<file path="src/pkg/usb_buf_pkg.sv">
// constants shared by the endpoint buffer control block
// assumes a single 20 MHz core clock and a synchronous active-low reset
package usb_buf_pkg;
    localparam int CLK_HZ = 20_000_000;
    localparam int NUM_EP = 16;
    localparam int EP_W = 4;
    localparam int LEN_W = 10;
    localparam int HALF_W = 16;
    localparam int DONE_BIT = 15;
    localparam int PKT_W = 7;
    localparam logic [PKT_W-1:0] LS_MAX_PKT = 7'h08;
    localparam logic [PKT_W-1:0] FS_MAX_PKT = 7'h40;
    localparam logic [31:0] STATUS_RESET = 32'h0000_0000;
    localparam int POLL_UNIT_US = 1000;
    localparam int POLL_UNIT_CYCLES = CLK_HZ / 1_000_000 * POLL_UNIT_US;
    localparam logic [7:0] INTERVAL_RESET = 8'h00;

    typedef enum logic [1:0] {
        HOST_IDLE = 2'b00,
        HOST_FETCH = 2'b01,
        HOST_PACKET = 2'b10,
        HOST_DONE = 2'b11
    } host_state_e;
endpackage : usb_buf_pkg

</file>
<file path="src/hw/usb_poll_tick.sv">
// divider giving a one-cycle enable per polling time unit
// assumes it runs on the core clock of the buffer control block
module usb_poll_tick #(
    parameter int CYCLES = usb_buf_pkg::POLL_UNIT_CYCLES
) (
    // clock and reset
    input wire logic i_core_clk,
    input wire logic i_reset_n,
    // control
    input wire logic i_enable,
    // enable pulse out
    output logic o_tick
);
    import usb_buf_pkg::*;

    localparam int CNT_W = $clog2(CYCLES + 1);
    localparam logic [CNT_W-1:0] LAST = CNT_W'(CYCLES - 1);

    logic [CNT_W-1:0] count_reg;

    // free count while enabled; restarting on disable keeps intervals whole
    always_ff @(posedge i_core_clk) begin
        if (!i_reset_n || !i_enable) begin
            count_reg <= '0;
            o_tick <= 1'b0;
        end else if (count_reg == LAST) begin
            count_reg <= '0;
            o_tick <= 1'b1;
        end else begin
            count_reg <= count_reg + 1'b1;
            o_tick <= 1'b0;
        end
    end
endmodule : usb_poll_tick

</file>
<file path="src/hw/usb_endpoint_buffer_control.sv">
// endpoint buffer bookkeeping: device-side abort, host-side buffer select
// assumes token and packet strobes synchronous to i_core_clk
// Function
// - device: an endpoint's abort bit cancels its pending transactions.
// - token on an aborted endpoint naks only it, never locks others.
// - host runs software transfers and self-timed interrupt endpoint polls.
// - interrupt transfers single buffered; selector reset to first buffer.
// - selector alternates only in double-buffered mode, else stays on first.
// - split transfers into packets of 8 bytes low speed, 64 full speed.
// - second buffer status is upper 16 bits; single mode writes lower only.
// - single mode fetches buffer info from first buffer fields regardless.
// - at buffer done, record the selector in the handling status output.
module usb_endpoint_buffer_control #(
    parameter int POLL_CYCLES = usb_buf_pkg::POLL_UNIT_CYCLES
) (
    // clock and reset
    input wire logic i_core_clk,
    input wire logic i_reset_n,
    // device role: software abort and arm, bus tokens
    input wire logic [usb_buf_pkg::NUM_EP-1:0] i_endpoint_abort_bits,
    input wire logic [usb_buf_pkg::NUM_EP-1:0] i_ep_arm,
    input wire logic i_tok_valid,
    input wire logic [usb_buf_pkg::EP_W-1:0] i_tok_ep,
    output logic o_resp_valid,
    output logic o_resp_nak,
    output logic [usb_buf_pkg::NUM_EP-1:0] o_ep_pending,
    // host role: configuration
    input wire logic i_full_speed,
    input wire logic i_double_buf,
    input wire logic i_int_enable,
    input wire logic [7:0] i_int_interval,
    input wire logic [31:0] i_buf_ctrl,
    // host role: software start and status clear
    input wire logic i_host_start,
    input wire logic i_status_clear,
    // host role: packet handshake with the link
    output logic o_pkt_valid,
    output logic [usb_buf_pkg::PKT_W-1:0] o_pkt_len,
    input wire logic i_pkt_done,
    // host role: completion
    output logic o_buf_done,
    output logic o_busy,
    output logic o_is_int,
    output logic [31:0] o_buf_status,
    output logic o_buffer_handling_selector_status
);
    import usb_buf_pkg::*;

    localparam int IVL_W = 8;

    // device role state
    logic [NUM_EP-1:0] pending_reg;
    // host role state
    host_state_e state_reg;
    logic sel_reg;
    logic is_int_reg;
    logic [LEN_W-1:0] remain_reg;
    logic [IVL_W-1:0] frame_cnt_reg;
    logic int_due_reg;
    logic poll_tick;
    logic use_double;
    logic [PKT_W-1:0] max_pkt;
    logic [LEN_W-1:0] pkt_len_wide;
    logic [LEN_W-1:0] remain_next;

    // per-endpoint pending flag; abort is a level and beats arm and use
    for (genvar e = 0; e < NUM_EP; e++) begin : g_ep
        always_ff @(posedge i_core_clk) begin
            if (!i_reset_n) begin
                pending_reg[e] <= 1'b0;
            end else if (i_endpoint_abort_bits[e]) begin
                pending_reg[e] <= 1'b0;
            end else if (i_ep_arm[e]) begin
                pending_reg[e] <= 1'b1;
            end else if (i_tok_valid && i_tok_ep == EP_W'(e)) begin
                pending_reg[e] <= 1'b0;
            end
        end
    end
    assign o_ep_pending = pending_reg;

    // token answer depends only on the addressed endpoint, so an aborted
    // endpoint cannot leave a global nak state behind
    always_ff @(posedge i_core_clk) begin
        if (!i_reset_n) begin
            o_resp_valid <= 1'b0;
            o_resp_nak <= 1'b0;
        end else begin
            o_resp_valid <= i_tok_valid;
            o_resp_nak <= i_tok_valid && (i_endpoint_abort_bits[i_tok_ep] ||
                !pending_reg[i_tok_ep]);
        end
    end

    // polling time base
    usb_poll_tick #(
        .CYCLES(POLL_CYCLES)
    ) u_tick (
        .i_core_clk(i_core_clk),
        .i_reset_n(i_reset_n),
        .i_enable(i_int_enable),
        .o_tick(poll_tick)
    );

    // interval counter; due flag set wins over its clear at transfer start
    always_ff @(posedge i_core_clk) begin
        if (!i_reset_n || !i_int_enable) begin
            frame_cnt_reg <= INTERVAL_RESET;
            int_due_reg <= 1'b0;
        end else if (poll_tick && frame_cnt_reg + 1'b1 >= i_int_interval) begin
            frame_cnt_reg <= INTERVAL_RESET;
            int_due_reg <= 1'b1;
        end else begin
            if (poll_tick) begin
                frame_cnt_reg <= frame_cnt_reg + 1'b1;
            end
            if (state_reg == HOST_IDLE) begin
                int_due_reg <= 1'b0;
            end
        end
    end

    // packet sizing per link speed
    assign max_pkt = i_full_speed ? FS_MAX_PKT : LS_MAX_PKT;
    assign pkt_len_wide = (remain_reg > LEN_W'(max_pkt)) ?
        LEN_W'(max_pkt) : remain_reg;
    assign remain_next = remain_reg - pkt_len_wide;
    // interrupt polls never use the second buffer
    assign use_double = i_double_buf && !is_int_reg;

    // host transfer sequencer
    always_ff @(posedge i_core_clk) begin
        if (!i_reset_n) begin
            state_reg <= HOST_IDLE;
            sel_reg <= 1'b0;
            is_int_reg <= 1'b0;
            remain_reg <= '0;
            o_pkt_valid <= 1'b0;
            o_pkt_len <= '0;
            o_buf_done <= 1'b0;
        end else begin
            o_buf_done <= 1'b0;
            case (state_reg)
                HOST_IDLE: begin
                    if (int_due_reg) begin
                        is_int_reg <= 1'b1;
                        sel_reg <= 1'b0;
                        state_reg <= HOST_FETCH;
                    end else if (i_host_start) begin
                        is_int_reg <= 1'b0;
                        if (!i_double_buf) begin
                            sel_reg <= 1'b0;
                        end
                        state_reg <= HOST_FETCH;
                    end
                end
                HOST_FETCH: begin
                    // single mode ignores the selector on fetch
                    if (use_double && sel_reg) begin
                        remain_reg <= i_buf_ctrl[HALF_W +: LEN_W];
                    end else begin
                        remain_reg <= i_buf_ctrl[LEN_W-1:0];
                    end
                    state_reg <= HOST_PACKET;
                end
                HOST_PACKET: begin
                    o_pkt_len <= pkt_len_wide[PKT_W-1:0];
                    o_pkt_valid <= !i_pkt_done;
                    if (i_pkt_done && o_pkt_valid) begin
                        remain_reg <= remain_next;
                        if (remain_next == '0) begin
                            state_reg <= HOST_DONE;
                        end
                    end
                end
                HOST_DONE: begin
                    o_buf_done <= 1'b1;
                    if (use_double) begin
                        sel_reg <= !sel_reg;
                    end
                    state_reg <= HOST_IDLE;
                end
                default: begin
                    state_reg <= HOST_IDLE;
                end
            endcase
        end
    end

    // status write-back; a completion wins over a clear in the same cycle
    always_ff @(posedge i_core_clk) begin
        if (!i_reset_n) begin
            o_buf_status <= STATUS_RESET;
        end else if (state_reg == HOST_DONE) begin
            if (use_double && sel_reg) begin
                o_buf_status[HALF_W +: HALF_W] <= 16'h8000;
            end else begin
                o_buf_status[HALF_W-1:0] <= 16'h8000;
            end
        end else if (i_status_clear) begin
            o_buf_status <= STATUS_RESET;
        end
    end

    // selector captured at the moment the buffer is marked done
    always_ff @(posedge i_core_clk) begin
        if (!i_reset_n) begin
            o_buffer_handling_selector_status <= 1'b0;
        end else if (state_reg == HOST_DONE) begin
            o_buffer_handling_selector_status <= sel_reg;
        end
    end

    // busy and kind flags for software
    always_ff @(posedge i_core_clk) begin
        if (!i_reset_n) begin
            o_busy <= 1'b0;
            o_is_int <= 1'b0;
        end else begin
            o_busy <= state_reg != HOST_IDLE;
            o_is_int <= is_int_reg;
        end
    end
endmodule : usb_endpoint_buffer_control

</file>
<file path="config.mk">
export PLATFORM = sky130hd
export DESIGN_NAME = usb_endpoint_buffer_control
export DESIGN_NICKNAME = d
export VERILOG_FILES = /design/src/pkg/usb_buf_pkg.sv /design/src/hw/usb_poll_tick.sv /design/src/hw/usb_endpoint_buffer_control.sv
export SDC_FILE = /design/constraint.sdc
export NUM_CORES = 1
export LEC_CHECK = 0
export ABC_AREA = 1
export BUFFER_PORTS_ARGS = -buffer_cell sky130_fd_sc_hd__buf_2
export CELL_PAD_IN_SITES_DETAIL_PLACEMENT = 0
export CELL_PAD_IN_SITES_GLOBAL_PLACEMENT = 1
export CORE_MARGIN = 8
export CORE_UTILIZATION = 38
export DETAILED_ROUTE_END_ITERATION = 10
export PLACE_DENSITY = 0.92
export SETUP_SLACK_MARGIN = 0.1
export SYNTH_ARGS = -nofsm -noshare
export SYNTH_HDL_FRONTEND = slang
export SYNTH_HIERARCHICAL = 1
export SYNTH_SLANG_ARGS = --single-unit
export TNS_END_PERCENT = 10
</file>
<file path="constraint.sdc">
create_clock -name i_core_clk -period 5.5 [get_ports i_core_clk]
set_clock_uncertainty 0.15 [all_clocks]
set_input_delay 1.1 -clock i_core_clk [delete_from_list [all_inputs] [get_ports i_core_clk]]
set_output_delay 1.1 -clock i_core_clk [all_outputs]
set_load 0.03 [all_outputs]
</file>
==> run_results.csv <==
group,metric,value,unit
run_status,outcome,"completed",
cts,clock_latency,0.33,ns
synthesis,synthArstFlopShare,0,
synthesis,synth.avg_cell_area,6.94,um2
synthesis,synth_area,4350,um2
synthesis,synthTopCellsByArea,"dfxtp_1 (33%), nand2_1 (12%), nand3_1 (6.7%)",
synthesis,synth_top_area_cell,"dfxtp_1",
cts,htreeDepth,3,
finish,areaGrowthSynthToFinish,18.6,%
synthesis,synth_flop_cell,"dfxtp_1",
die,boundaryPins,147,
synthesis,synth-edff-count,0,
sta,max_slew_margin,0.382,
sta,hold_violations,0,
flow_run,drv_cap,0,
finish,final_area,5160,um2
sta,min_period,3.74,ns
global_route,grt_max_degree,28,
global_route,overflow,0,
cts,cts_buffer_depth,2,
global_route,grt_pass1_vias,4188,
sta,tns,0,ns
drt,dr.pass1.iters,4,
drt,post_drt_wl_per_cell,13.4,um
cts,clk_pin_slew,0.06,ns
die,die_x,123,um
die,rows,39,
die,core,11300,um2
worst_setup_path,crit_path_end_kind,"register",
power_and_ir_drop,power.density,436,nW/um2
drt,drc,0,
power_and_ir_drop,ir_drop,0.357,mV
sta,drv_slew,0,
drt,vias,4240,
synthesis,synth_cell_type_count,42,
place,dpl_cell_area,4830,um2
synthesis,yosysSeqAreaShare,0.327,
drt,postRouteAntennaNets,0,
place,gp_congestion,0.842,
worst_setup_path,setup.worst_path.class,"primary input to register",
sta,setup_viol,0,
place,portBuffers,104,
drt,viasPerCell,4.87,
worst_setup_path,worstPathArrival,3.81,ns
finish,drive_above_1_share,0.233,
worst_setup_path,start_kind,"primary input",
synthesis,synth_cells,627,
min_path,hold_class,"register to register",
global_route,antenna_found_initial,1,
sta,rsz0062_at_grt,"no",
cts,post_cts_buffers,0,
place,dp_hpwl,9.06,mm
sta,fmax,267,MHz
cts,postCtsResizedCells,0,
synthesis,synth_common_cells,"nand2_1 (135), dfxtp_1 (71), inv_1 (59), nand3_1 (58), a21oi_1 (47)",
power_and_ir_drop,leakage,2.38,nW
cts,clockRootBuffer,"clkbuf_16",
cts,clock_sinks,71,
sta,finalCritPeriodShare,0.681,
synthesis,ys_seq_elements,71,
cts,ctsHoldBuffers,0,
die,die_h,123,um
die,initial_utilization,0.386,
global_route,grt_pass1_wl,18.7,mm
cts,numCtsBuffers,9,
finish,largest_reg_flops,16,
cts,tritoncts,"yes",
drt,drt_iter0_drc,167,
die,die-area,15100,um2
worst_setup_path,critPathRequiredTime,5.57,ns
synthesis,yosysMostFrequentCell,"nand2_1",
drt,totalWireLength,11.6,mm
worst_setup_path,crit_fanout,16,
synthesis,yosys_warnings,6,
synthesis,synth.top_cell.area_share,0.327,
sta,worst_pin_slew,0.928,ns
finish,fin_nets,825,
global_route,grtUsageTotal,0.151,
## final cells by class
cell class              instances  area (um2)
clock inverters                 7        97.6
diodes                          1        2.50
multi-input cells             469        2460
clock buffers                   9         225
well taps                     143         179
inverters                      66         248
flip-flops and latches         71        1420
repair buffers                104         520
fillers                      1174        6110
## cell families after synthesis
group,after synthesis,synth area share
other cells,2,0.00173
compound gates,104,0.143
flops,71,0.327
buf+inv,116,0.132
fa+ha+maj,19,0.0547
simple gates,304,0.320
xor+xnor,11,0.0222
## report_power, final
group / leakage [nW] / switching [mW] / total, mW / internal [mW]
sequential: 0.579 / 0.0632 / 0.643 / 0.580
clock: 0.152 / 0.229 / 0.627 / 0.398
combinational: 1.65 / 0.665 / 0.978 / 0.313
total: 2.38 / 0.958 / 2.25 / 1.29
## path summary, 6_finish.rpt
kind | depth (start not counted) | slack (ns) | end | start
setup / recovery | 24 | 1.76 | state_reg[1]$_SDFFE_PN0P_ | i_full_speed
hold / removal | 2 | 0.29 | o_is_int$_SDFF_PN0_ | is_int_reg$_SDFFE_PN0P_
setup reg to reg | 22 | 2.31 | state_reg[1]$_SDFFE_PN0P_ | remain_reg[6]$_SDFFE_PN0P_
hold reg to reg | 2 | 0.29 | o_is_int$_SDFF_PN0_ | is_int_reg$_SDFFE_PN0P_
## metrics by stage
stage	power, mW	util	std cells	hold WS (ns)	setup slack [ns]
final	2.25	0.458	870	0.292	1.76
after global routing	2.42	0.458	870	0.316	1.42
after CTS	2.26	0.457	869	0.293	1.76
after detailed placement	1.62	0.429	853	0.284	1.42
after global placement	1.60	0.429	853	0.280	1.49
after floorplan	1.44	-	656	0.266	1.79
## cell usage in the layout (no fill, tap or decap), types with 8 or more instances in the layout
master,count
nor2_1,44
dfxtp_1,71
nor3_1,17
ha_1,19
nand2_1,135
conb_1,31
nor2_2,20
clkbuf_16,9
a21oi_1,47
inv_1,59
a22oi_1,8
buf_2,104
o21ai_0,20
nand3_1,58
## layer usage
metal | track usage | part of all wire | wire length [um] | up-vias
li1 | - | - | - | 2192
met3 | 0.0425 | 0.069 | 799 | 11
met4 | 0.0512 | 0.013 | 148 | 0
met5 | 0 | 0 | 0 | -
met2 | 0.261 | 0.50 | 5800 | 117
met1 | 0.176 | 0.42 | 4900 | 1920
## critical path, stage by stage
cell and delay, ns:
buf_2 0.09, inv_1 0.05, ha_1 0.30, inv_2 0.05, nand2_1 0.07, nand3_2 0.09, nor2_4 0.10, nand2_4 0.14
nand2_1 0.12, o21ai_0 0.12, ha_1 0.36, nor2_1 0.17, inv_1 0.10, o21a_1 0.17, nand2_1 0.08, nand3_1 0.07
nor2_1 0.11, nand3_1 0.08, nor2_1 0.08, nand3_1 0.08, nand2_2 0.08, nand3_1 0.08, nand2_1 0.06, nor2_1 0.04
(Power assumes the default switching activity.)
